[config.mk]
export PLATFORM = sky130hd
export DESIGN_NAME = sdac_ctrl
export DESIGN_NICKNAME = d
export VERILOG_FILES = /design/src/hw/sdac_pkg.sv /design/src/hw/sdac_buf2.sv /design/src/hw/sdac_ctrl.sv
export SDC_FILE = /design/constraint.sdc
export NUM_CORES = 1
export LEC_CHECK = 0
export ABC_AREA = 1
export BUFFER_PORTS_ARGS = -buffer_cell sky130_fd_sc_hd__buf_2
export CORE_MARGIN = 2
export CORE_UTILIZATION = 46
export CTS_BUF_LIST = sky130_fd_sc_hd__clkbuf_8
export CTS_CLUSTER_SIZE = 30
export DETAILED_ROUTE_END_ITERATION = 8
export PLACE_DENSITY_LB_ADDON = 0.25
export SETUP_SLACK_MARGIN = 0.15
export SYNTH_ARGS = -nofsm -noshare
export SYNTH_HDL_FRONTEND = slang
export SYNTH_HIERARCHICAL = 1
export SYNTH_SLANG_ARGS = --single-unit
[constraint.sdc]
create_clock -name ref_clk -period 3.25 [get_ports ref_clk]
set_clock_uncertainty 0.05 [all_clocks]
set_input_delay 0.4875 -clock ref_clk [delete_from_list [all_inputs] [get_ports ref_clk]]
set_output_delay 0.4875 -clock ref_clk [all_outputs]
set_load 0.01 [all_outputs]
[src/hw/sdac_pkg.sv]
// Purpose: Shared constants of the delta-sigma converter control block.
// Assumes: Byte-wide register port, registers at their printed offsets.
// Notes:   Every offset, field position, control reset value and filter ratio lives here.
package sdac_pkg;
  // Register offsets
  localparam logic [7:0] SDAC_OFF_RESULT_LOW  = 8'h04;
  localparam logic [7:0] SDAC_OFF_RESULT_MID  = 8'h05;
  localparam logic [7:0] SDAC_OFF_RESULT_HIGH = 8'h06;
  localparam logic [7:0] SDAC_OFF_CTRL0       = 8'h07;
  localparam logic [7:0] SDAC_OFF_CTRL1       = 8'h08;
  localparam logic [7:0] SDAC_OFF_CLK_DIV     = 8'h09;
  localparam logic [7:0] SDAC_OFF_TRIM        = 8'h0a;

  // Reset values
  localparam logic [7:0] SDAC_RST_CTRL0   = 8'h20;
  localparam logic [7:0] SDAC_RST_CTRL1   = 8'h00;
  localparam logic [4:0] SDAC_RST_CLK_DIV = 5'h00;
  localparam logic [7:0] SDAC_RST_TRIM    = 8'he4;

  // Control register 0 fields
  localparam int SDAC_C0_SOFT_RESET = 7;
  localparam int SDAC_C0_SLEEP      = 6;
  localparam int SDAC_C0_POWER_OFF  = 5;
  localparam int SDAC_C0_OSR_MSB    = 4;
  localparam int SDAC_C0_OSR_LSB    = 1;
  localparam int SDAC_C0_REF_SEL    = 0;

  // Control register 1 fields
  localparam int SDAC_C1_FILT_MSB = 7;
  localparam int SDAC_C1_FILT_LSB = 5;
  localparam int SDAC_C1_BUF_NEG  = 4;
  localparam int SDAC_C1_BUF_POS  = 3;
  localparam int SDAC_C1_HOLD     = 2;
  localparam int SDAC_C1_DONE     = 1;

  // Clock divider field
  localparam int         SDAC_DIV_MSB    = 4;
  localparam logic [4:0] SDAC_DIV_BYPASS = 5'h1f;

  // Filter clock ratio codes and ratios
  localparam logic [2:0] SDAC_FILT_CODE_30 = 3'h0;
  localparam logic [2:0] SDAC_FILT_CODE_12 = 3'h2;
  localparam logic [4:0] SDAC_FILT_LAST_30 = 5'h1d;
  localparam logic [4:0] SDAC_FILT_LAST_12 = 5'h0b;

  // Oversampling: code 0 gives 2^15, code 8 gives 2^7
  localparam logic [3:0] SDAC_OSR_CODE_MAX = 4'h8;
  localparam int         SDAC_OSR_LOG_TOP  = 15;

  // Result format
  localparam int          SDAC_RESULT_WIDTH = 24;
  localparam int          SDAC_SCALE_BASE   = 8;
  localparam logic [23:0] SDAC_RESULT_MAX   = 24'h7fffff;
  localparam logic [23:0] SDAC_RESULT_MIN   = 24'h800000;
endpackage : sdac_pkg

[src/hw/sdac_buf2.sv]
// Purpose: Two-entry buffer with valid and ready on both sides.
// Assumes: Single clock, asynchronous active-low reset.
// Notes:   Full and empty are exact; no word is dropped on a stall.
`timescale 1ns/100ps
module sdac_buf2 #(
  parameter int WIDTH = 24
) (
  input  wire logic             ref_clk,
  input  wire logic             reset_n,
  input  wire logic             in_valid,
  output logic                  in_ready,
  input  wire logic [WIDTH-1:0] in_data,
  output logic                  out_valid,
  input  wire logic             out_ready,
  output logic      [WIDTH-1:0] out_data
);
  logic [WIDTH-1:0] store [2];
  logic             wr_ptr;
  logic             rd_ptr;
  logic [1:0]       count;
  logic             next_wr_ptr;
  logic             next_rd_ptr;
  logic [1:0]       next_count;
  logic             push;
  logic             pop;

  // Handshakes and pointer arithmetic
  always_comb
  begin
    push        = in_valid && in_ready;
    pop         = out_valid && out_ready;
    next_wr_ptr = push ? ~wr_ptr : wr_ptr;
    next_rd_ptr = pop ? ~rd_ptr : rd_ptr;
    next_count  = count;
    if (push && !pop)
    begin
      next_count = count + 2'h1;
    end
    else if (pop && !push)
    begin
      next_count = count - 2'h1;
    end
  end

  assign in_ready  = (count != 2'h2);
  assign out_valid = (count != 2'h0);
  assign out_data  = store[rd_ptr];

  // Storage has no reset; valid words are tracked by count
  always_ff @(posedge ref_clk)
  begin
    if (push)
    begin
      store[wr_ptr] <= in_data;
    end
  end

  // Pointer state
  always_ff @(posedge ref_clk or negedge reset_n)
  begin
    if (!reset_n)
    begin
      wr_ptr <= 1'b0;
      rd_ptr <= 1'b0;
      count  <= 2'h0;
    end
    else
    begin
      wr_ptr <= next_wr_ptr;
      rd_ptr <= next_rd_ptr;
      count  <= next_count;
    end
  end
endmodule : sdac_buf2

[src/hw/sdac_ctrl.sv]
// Purpose: Digital control of a 24-bit delta-sigma converter.
// Assumes: Byte register port driven by the serial slave, one clock.
// Notes:   Modulator bitstream arrives from the analog side, unsynchronised.
`timescale 1ns/100ps
module sdac_ctrl
  import sdac_pkg::*;
#(
  parameter int RESULT_WIDTH = sdac_pkg::SDAC_RESULT_WIDTH
) (
  input  wire logic       ref_clk,
  input  wire logic       reset_n,
  input  wire logic [7:0] reg_addr,
  input  wire logic       reg_wr,
  input  wire logic [7:0] reg_wdata,
  input  wire logic       reg_rd,
  output logic      [7:0] reg_rdata,
  input  wire logic       mod_bit_in,
  output logic            modulator_clock_en,
  output logic            filter_clock_en,
  output logic            modulator_power,
  output logic            filter_power,
  output logic            gain_stage_power,
  output logic            ref_buf_pos_en,
  output logic            ref_buf_neg_en,
  output logic            reference_pair_sel,
  output logic            filter_in_reset
);
  import sdac_pkg::*;

  typedef enum logic [1:0] {
    SDAC_POWER_DOWN,
    SDAC_SLEEP,
    SDAC_FILTER_RESET,
    SDAC_NORMAL
  } sdac_mode_type;

  // Register state
  logic [7:0]              converter_ctrl_reg0;
  logic [7:0]              converter_ctrl_reg1;
  logic [4:0]              modulator_clock_divider;
  logic [7:0]              fixed_trim_value;
  logic [RESULT_WIDTH-1:0] result_word;
  logic [7:0]              next_ctrl0;
  logic [7:0]              next_ctrl1;
  logic [4:0]              next_clk_div;
  logic [7:0]              next_trim;
  logic [RESULT_WIDTH-1:0] next_result;
  logic [7:0]              next_rdata;

  // Field views
  logic       converter_power_off;
  logic       converter_sleep_sel;
  logic       filter_soft_reset;
  logic [3:0] oversample_ratio_sel;
  logic [2:0] filter_clock_ratio_sel;
  logic       result_hold_enable;
  logic [4:0] modulator_clock_div_sel;

  // Mode and start state
  sdac_mode_type mode;
  sdac_mode_type next_mode;
  logic          started;
  logic          next_started;
  logic          soft_reset_seen;
  logic          active;

  // Clock enables
  logic [5:0] mod_cnt;
  logic [5:0] next_mod_cnt;
  logic [5:0] mod_last;
  logic       next_mod_tick;
  logic [4:0] filt_cnt;
  logic [4:0] next_filt_cnt;
  logic [4:0] filt_last;
  logic       next_filt_tick;

  // Decimator
  logic                    mod_bit_meta;
  logic                    mod_bit_sync;
  logic [3:0]              osr_code;
  logic [15:0]             osr_last;
  logic [15:0]             osr_cnt;
  logic [15:0]             next_osr_cnt;
  logic signed [16:0]      acc;
  logic signed [16:0]      next_acc;
  logic signed [16:0]      acc_final;
  logic signed [31:0]      scaled;
  logic [RESULT_WIDTH-1:0] clamped;
  logic                    pend_valid;
  logic                    next_pend_valid;
  logic [RESULT_WIDTH-1:0] pend_data;
  logic [RESULT_WIDTH-1:0] next_pend_data;
  logic                    pend_ready;
  logic                    drain_valid;
  logic                    drain_ready;
  logic [RESULT_WIDTH-1:0] drain_data;
  logic                    result_taken;
  logic                    result_read;

  assign converter_power_off     = converter_ctrl_reg0[SDAC_C0_POWER_OFF];
  assign converter_sleep_sel     = converter_ctrl_reg0[SDAC_C0_SLEEP];
  assign filter_soft_reset       = converter_ctrl_reg0[SDAC_C0_SOFT_RESET];
  assign oversample_ratio_sel    =
    converter_ctrl_reg0[SDAC_C0_OSR_MSB:SDAC_C0_OSR_LSB];
  assign filter_clock_ratio_sel  =
    converter_ctrl_reg1[SDAC_C1_FILT_MSB:SDAC_C1_FILT_LSB];
  assign result_hold_enable      = converter_ctrl_reg1[SDAC_C1_HOLD];
  assign modulator_clock_div_sel = modulator_clock_divider;

  // Mode decode; power-off wins, then sleep, then filter reset
  always_comb
  begin
    if (converter_power_off)
    begin
      next_mode = SDAC_POWER_DOWN;
    end
    else if (converter_sleep_sel)
    begin
      next_mode = SDAC_SLEEP;
    end
    else if (filter_soft_reset)
    begin
      next_mode = SDAC_FILTER_RESET;
    end
    else
    begin
      next_mode = SDAC_NORMAL;
    end
    // Armed only by a falling filter-reset while powered
    next_started = started;
    if (mode == SDAC_POWER_DOWN)
    begin
      next_started = 1'b0;
    end
    else if (mode == SDAC_FILTER_RESET && next_mode == SDAC_NORMAL)
    begin
      next_started = 1'b1;
    end
  end

  assign soft_reset_seen = started;
  assign active          = (mode == SDAC_NORMAL) && soft_reset_seen;

  // Mode registers and analog power controls
  always_ff @(posedge ref_clk or negedge reset_n)
  begin
    if (!reset_n)
    begin
      mode               <= SDAC_POWER_DOWN;
      started            <= 1'b0;
      modulator_power    <= 1'b0;
      filter_power       <= 1'b0;
      gain_stage_power   <= 1'b0;
      ref_buf_pos_en     <= 1'b0;
      ref_buf_neg_en     <= 1'b0;
      reference_pair_sel <= 1'b0;
      filter_in_reset    <= 1'b0;
    end
    else
    begin
      mode               <= next_mode;
      started            <= next_started;
      modulator_power    <= (next_mode == SDAC_NORMAL) ||
                            (next_mode == SDAC_FILTER_RESET);
      filter_power       <= (next_mode != SDAC_POWER_DOWN);
      gain_stage_power   <= (next_mode != SDAC_POWER_DOWN);
      ref_buf_pos_en     <= modulator_power_ok(next_mode) &&
                            converter_ctrl_reg1[SDAC_C1_BUF_POS];
      ref_buf_neg_en     <= modulator_power_ok(next_mode) &&
                            converter_ctrl_reg1[SDAC_C1_BUF_NEG];
      reference_pair_sel <= converter_ctrl_reg0[SDAC_C0_REF_SEL];
      filter_in_reset    <= (next_mode == SDAC_FILTER_RESET);
    end
  end

  function automatic logic modulator_power_ok(input sdac_mode_type m);
    modulator_power_ok = (m == SDAC_NORMAL) || (m == SDAC_FILTER_RESET);
  endfunction : modulator_power_ok

  // Clock enable dividers; ticks stop outside conversion
  always_comb
  begin
    mod_last       = {modulator_clock_div_sel, 1'b1};
    next_mod_cnt   = mod_cnt + 6'h01;
    next_mod_tick  = 1'b0;
    if (modulator_clock_div_sel == SDAC_DIV_BYPASS || mod_cnt >= mod_last)
    begin
      next_mod_cnt  = 6'h00;
      next_mod_tick = 1'b1;
    end
    // Reserved ratio codes fall back to the divide-by-30 setting
    filt_last = (filter_clock_ratio_sel == SDAC_FILT_CODE_12) ?
                SDAC_FILT_LAST_12 : SDAC_FILT_LAST_30;
    next_filt_cnt  = filt_cnt;
    next_filt_tick = 1'b0;
    if (modulator_clock_en)
    begin
      next_filt_cnt = filt_cnt + 5'h01;
      if (filt_cnt >= filt_last)
      begin
        next_filt_cnt  = 5'h00;
        next_filt_tick = 1'b1;
      end
    end
    if (!active)
    begin
      next_mod_cnt   = 6'h00;
      next_mod_tick  = 1'b0;
      next_filt_cnt  = 5'h00;
      next_filt_tick = 1'b0;
    end
  end

  // Divider registers
  always_ff @(posedge ref_clk or negedge reset_n)
  begin
    if (!reset_n)
    begin
      mod_cnt            <= 6'h00;
      modulator_clock_en <= 1'b0;
      filt_cnt           <= 5'h00;
      filter_clock_en    <= 1'b0;
    end
    else
    begin
      mod_cnt            <= next_mod_cnt;
      modulator_clock_en <= next_mod_tick;
      filt_cnt           <= next_filt_cnt;
      filter_clock_en    <= next_filt_tick;
    end
  end

  // Bitstream crosses from the analog side
  always_ff @(posedge ref_clk or negedge reset_n)
  begin
    if (!reset_n)
    begin
      mod_bit_meta <= 1'b0;
      mod_bit_sync <= 1'b0;
    end
    else
    begin
      mod_bit_meta <= mod_bit_in;
      mod_bit_sync <= mod_bit_meta;
    end
  end

  // Decimation: sum of +/-1 over the ratio, scaled to 24 bits
  always_comb
  begin
    osr_code = (oversample_ratio_sel > SDAC_OSR_CODE_MAX) ?
               SDAC_OSR_CODE_MAX : oversample_ratio_sel;
    osr_last = 16'((32'h1 << (SDAC_OSR_LOG_TOP - int'(osr_code))) - 1);
    acc_final = acc + (mod_bit_sync ? 17'sd1 : -17'sd1);
    // Shift by 8 + code makes a full-scale sum hit 2^23
    scaled = 32'(acc_final) <<< (SDAC_SCALE_BASE + int'(osr_code));
    if (scaled > 32'(signed'(SDAC_RESULT_MAX)))
    begin
      clamped = SDAC_RESULT_MAX;
    end
    else if (scaled < 32'(signed'(SDAC_RESULT_MIN)))
    begin
      clamped = SDAC_RESULT_MIN;
    end
    else
    begin
      clamped = scaled[RESULT_WIDTH-1:0];
    end
    next_acc        = acc;
    next_osr_cnt    = osr_cnt;
    next_pend_valid = pend_valid && !pend_ready;
    next_pend_data  = pend_data;
    // A full buffer with a pending word stalls accumulation
    if (filter_clock_en && !(pend_valid && !pend_ready))
    begin
      if (osr_cnt >= osr_last)
      begin
        next_acc        = 17'sd0;
        next_osr_cnt    = 16'h0000;
        next_pend_valid = 1'b1;
        next_pend_data  = clamped;
      end
      else
      begin
        next_acc     = acc_final;
        next_osr_cnt = osr_cnt + 16'h0001;
      end
    end
    if (!active)
    begin
      next_acc     = 17'sd0;
      next_osr_cnt = 16'h0000;
    end
  end

  // Decimator registers
  always_ff @(posedge ref_clk or negedge reset_n)
  begin
    if (!reset_n)
    begin
      acc        <= 17'sd0;
      osr_cnt    <= 16'h0000;
      pend_valid <= 1'b0;
      pend_data  <= '0;
    end
    else
    begin
      acc        <= next_acc;
      osr_cnt    <= next_osr_cnt;
      pend_valid <= next_pend_valid;
      pend_data  <= next_pend_data;
    end
  end

  // Finished results wait here while a result read is under way
  sdac_buf2 #(
    .WIDTH (RESULT_WIDTH)
  ) u_sdac_buf2 (
    .ref_clk   (ref_clk),
    .reset_n   (reset_n),
    .in_valid  (pend_valid),
    .in_ready  (pend_ready),
    .in_data   (pend_data),
    .out_valid (drain_valid),
    .out_ready (drain_ready),
    .out_data  (drain_data)
  );

  // Drain stalls in each result byte read cycle only; a new word can land between the byte reads
  assign result_read  = reg_rd && (reg_addr == SDAC_OFF_RESULT_LOW ||
                        reg_addr == SDAC_OFF_RESULT_MID ||
                        reg_addr == SDAC_OFF_RESULT_HIGH);
  assign drain_ready  = !result_read;
  assign result_taken = drain_valid && drain_ready &&
                        !result_hold_enable;

  // Register writes, result update and done flag
  always_comb
  begin
    next_ctrl0   = converter_ctrl_reg0;
    next_ctrl1   = converter_ctrl_reg1;
    next_clk_div = modulator_clock_divider;
    next_trim    = fixed_trim_value;
    next_result  = result_word;
    if (reg_wr)
    begin
      case (reg_addr)
        SDAC_OFF_CTRL0:    next_ctrl0   = reg_wdata;
        SDAC_OFF_CTRL1:    next_ctrl1   = {reg_wdata[7:1], 1'b0};
        SDAC_OFF_CLK_DIV:  next_clk_div = reg_wdata[SDAC_DIV_MSB:0];
        SDAC_OFF_TRIM:     next_trim    = reg_wdata;
        default:           next_ctrl0   = converter_ctrl_reg0;
      endcase
    end
    if (result_taken)
    begin
      next_result = drain_data;
    end
    // Held result is kept; drained words are dropped
    // Hardware set beats a host clear in the same cycle
    if (result_taken)
    begin
      next_ctrl1[SDAC_C1_DONE] = 1'b1;
    end
    else if (reg_wr && reg_addr == SDAC_OFF_CTRL1)
    begin
      next_ctrl1[SDAC_C1_DONE] = reg_wdata[SDAC_C1_DONE];
    end
    next_rdata = reg_rdata;
    if (reg_rd)
    begin
      case (reg_addr)
        SDAC_OFF_RESULT_LOW:  next_rdata = result_word[7:0];
        SDAC_OFF_RESULT_MID:  next_rdata = result_word[15:8];
        SDAC_OFF_RESULT_HIGH: next_rdata = result_word[23:16];
        SDAC_OFF_CTRL0:       next_rdata = converter_ctrl_reg0;
        SDAC_OFF_CTRL1:       next_rdata = converter_ctrl_reg1;
        SDAC_OFF_CLK_DIV:     next_rdata = {3'h0, modulator_clock_divider};
        SDAC_OFF_TRIM:        next_rdata = fixed_trim_value;
        default:              next_rdata = 8'h00;
      endcase
    end
  end

  // Register file
  always_ff @(posedge ref_clk or negedge reset_n)
  begin
    if (!reset_n)
    begin
      converter_ctrl_reg0     <= SDAC_RST_CTRL0;
      converter_ctrl_reg1     <= SDAC_RST_CTRL1;
      modulator_clock_divider <= SDAC_RST_CLK_DIV;
      fixed_trim_value        <= SDAC_RST_TRIM;
      result_word             <= '0;
      reg_rdata               <= 8'h00;
    end
    else
    begin
      converter_ctrl_reg0     <= next_ctrl0;
      converter_ctrl_reg1     <= next_ctrl1;
      modulator_clock_divider <= next_clk_div;
      fixed_trim_value        <= next_trim;
      result_word             <= next_result;
      reg_rdata               <= next_rdata;
    end
  end
endmodule : sdac_ctrl

==> impl_results.md <==
- Post-DP HPWL: around 18000 um
- Peak VDD IR: between 0.0002 and 0.00025 V
- Latest clock arrival within the worst-skew pair: ~0.47 ns
- Largest net degree at the start of global routing: 65
- Simple-gate share of the synthesized area: between 20% and 30%
- Syn avg cell area: ~8.4 sq um
- DRC viols: 0
- Initial antenna violation count: 0
- Max Slew Vio Count: 0
- Register area share after synthesis: about half
- Fmax achieved: ~330 MHz
- Hold Crit Class: input pin to flop
- Worst hold stages: 1
- Outcome: completed
- Combinational share of power: between 20% and 30%
- Synth Area in Compound Gates: a little under a tenth
- CP Capture Type: flop
- Fin crit period: 2.996 ns
- Worst rel slew slack: 52.90%
- Setup tns final: 0 ns
- Syn Std Cell Area: roughly 11000 sq um
- Post-synthesis adder-cell area fraction: under 10%
- Yosys reg bits: slightly below 200
- Main combinational cell family by area after synthesis: simple AND/OR/NAND/NOR gates
- Sw Share: about a third
- First-pass GRT wire length: 39720 um
- Worst r2r path cells: 20
- Flop-to-flop setup slack: around 0.25 ns
- Vias/cell: approximately 5.2
- FF-to-FF Start: mod_bit_sync
- Final antenna-violating net count: 0
- Synthesized instance count: between 1000 and 1500
- Setup violations, final: 0
- Pwr Density: 484.6 nW/um^2
- Ant. Diodes: 0
- Overflow after GRT: 0
- First-pass DRT Iterations: 6
- Worst r2r dst: pend_data[12]
- Vias in the first global route: 8022
- DIE WIDTH: roughly 160 um
- Hold Fails Final Rpt: 0
- WL final: about 25000 um
- GRT Util Overall: between 20% and 30%
- Fill cells: just over 2000
- Sequential power share: between 40% and 50%
- TritonCTS clock tree: built
- YS warnings: 6
- Mux share of post-synthesis cell area: 3.383%
- Core area: between 20000 and 25000 sq um
- RSZ-0062 raised after global routing: true
- Leakage: a little under 6 nW
- Die Ht: 155.9 um
- Area Overhead vs Synth: 16.09%
- Tcrit/Tclk final: between 90 and 100%
- CTS root buf: clkbuf_8
- Crit path DAT: 3.29 ns
- Via count: 8576
- Endpoint, Worst Hold: mod_bit_meta
- Port buffer count: 37
- Int Pwr: just under 4 mW
- Net load switching power: about 2.0 mW
- Max Cap Violations: 0
- Clock power frac: 28.1%
- Post-synth cell types: between 50 and 60
- WP data required: ~3.6 ns
- Number of I/O pins: 38
- Slew @ Worst Pin: just over 0.7 ns
- Post-synthesis xor/xnor area fraction: 1.969%
- DRT iter0 DRCs: just under 700
- WS Path Type: flop to flop
- Die area: ~24000 sq um
- Initial Util: between 40 and 50%
- Max clock buf depth: 2
- Worst-path fanout max: 8
- H-tree Lvls: 4
- GP Congestion: 0.8811
- Routed wire length per instance: around 15 um
- Layout cells sized above 1: between 10% and 20%
- Hold Path Origin: mod_bit_in
- Rows: 55
- Final hold slack: approximately 0.074 ns
- CTS Buf Count: 17
- # clock sinks: a little under 200
- Clock-pin slew on the worst setup and hold paths: ~0.12 ns
- Critical Path Start Type: flop
- Layout Nets: between 1000 and 1500
==> cell type report <==
type	count	area, sq um	area share, %
clock inverters	15	207.7	1.686
flip-flops and latches	194	5102	41.41
multi-input cells	890	5152	41.82
well taps	285	356.6	2.894
inverters	156	593.1	4.813
repair buffers	90	675.6	5.483
clock buffers	17	234.0	1.899
==> cell usage after synthesis (all sizes together) <==
master  number  share of area, %
nand2      391                14
o22ai       14              0.83
clkinv       4              0.14
a32o         5              0.47
o21bai       2              0.25
dfrtp      141                33
mux2        31               3.3
or2          4              0.24
nor2        88               3.2
a21oi       47               2.2
mux2i        1             0.094
a221oi       3              0.25
o22a         1             0.083
xor2        18               1.6
nor3b        1             0.071
xnor2        5              0.41
ha          44               5.2
buf         14               1.0
o31ai        1             0.071
o21a         2              0.14
and2         4              0.24
a31oi        3              0.18
nand3b       2              0.14
nor3        17              0.85
a311oi       1             0.083
edfxtp      48                14
fa           1              0.19
a22o         3              0.25
conb         2             0.071
o221ai       2              0.17
a211oi       6              0.42
nand4       17               1.0
inv        152               5.4
dfstp        5               1.2
nor4         1              0.12
o21ai       82               3.9
o211ai       2              0.14
clkbuf      20              0.90
nand3       84               4.1
==> cells in the final DEF, fill, tap and decap left out, types with 30 or more instances in the layout <==
cell        n
mux2_2     31
nor2_1     71
buf_2      36
edfxtp_1   48
nand2_1   358
ha_1       30
nand3_1    66
dfrtp_1   140
inv_1     147
nand2_2    30
a21oi_1    39
buf_4      45
o21ai_0    80
==> kinds of logic (layout without fill, tap and decap cells) <==
kind of cell / after synthesis / after routing
xor+xnor: 23 / 23
compound gates: 174 / 174
fa+ha+maj: 45 / 45
mux: 32 / 32
flops: 194 / 194
other cells: 2 / 7
buf+inv: 190 / 278
simple gates: 609 / 609
==> what timing repair did <==
action	CTS	global route
hold endpoints to repair	60	0
resized for setup	0	88
hold buffers	1	0
setup endpoints to repair	4	29
buffers inserted	2	9
gates cloned	0	1
pin swaps	1	23
==> per-layer routing <==
layer / up-vias / routed length [um] / GRT usage [%]
li1: 4311 / - / -
met5: - / 0 / 0
met3: 34 / 1004 / 3.306
met2: 192 / 11640 / 34.05
met1: 4039 / 11370 / 28.28
met4: 0 / 539 / 5.242
==> through the flow <==
step           instances  setup WS, ns  cell area, sq um  util, %  power [mW]
2_1_floorplan       1274        0.2608             10630        -       3.956
3_3_place_gp        1602        0.2636             11350    50.11       4.275
3_5_place_dp        1602        0.1965             11350    50.11       4.305
4_1_cts             1637        0.1919             11810    52.17       5.974
5_1_grt             1647       0.04243             12320    54.42       6.311
6_report            1647        0.2545             12320    54.42       5.971
==> state kept, by name (all words and copies together) (netlist names), 2 cells and up <==
| register | flops |
|---|---|
| u_sdac_buf2/count | 2 |
| modulator_clock_div_sel | 5 |
| converter_ctrl_reg1 | 7 |
| mode | 2 |
| u_sdac_buf2/store | 48 |
| result_word | 24 |
| pend_data | 24 |
| converter_ctrl_reg0 | 8 |
| mod_cnt | 6 |
| fixed_trim_value | 8 |
| filt_cnt | 5 |
| reg_rdata | 8 |
| osr_cnt | 16 |
| acc | 17 |
==> power by group through the flow <==
stage                     Combinational, mW  Clock, mW  Sequential, mW
final                                  1.39       1.68            2.90
after global routing                   1.57       1.81            2.94
after CTS                              1.35       1.71            2.90
after detailed placement               1.35          0            2.95
after global placement                 1.32          0            2.95
after floorplan                        1.07          0            2.88
==> worst max-delay path, stage by stage (launching register included) <==
cell,delay (ns)
dfrtp_1,0.41
inv_2,0.12
clkbuf_16,0.20
ha_4,0.23
nand2_2,0.10
inv_1,0.06
a21oi_1,0.19
nand2_2,0.11
nand2_2,0.11
nand2_1,0.10
nand2_1,0.10
nand3_1,0.12
nand3_2,0.11
nand3_1,0.10
nand3_1,0.10
nand2_1,0.06
nor2_1,0.12
nand2_2,0.12
buf_4,0.17
a21oi_1,0.11
nand2_1,0.07
==> worst max path at each step <==
stage | slack (ns) | startpoint | to | cells after the start
4_1_cts | 0.19 | mod_bit_sync | pend_data[21] | 20
5_1_grt | 0.04 | mod_bit_sync | pend_data[20] | 20
3_5_place_dp | 0.20 | mod_bit_sync | pend_data[9] | 20
6_report | 0.25 | mod_bit_sync | pend_data[12] | 20
2_1_floorplan | 0.26 | converter_ctrl_reg0[4] | pend_data[14] | 18
3_3_place_gp | 0.26 | mod_bit_sync | pend_data[21] | 20
(Power assumes the default switching activity.)
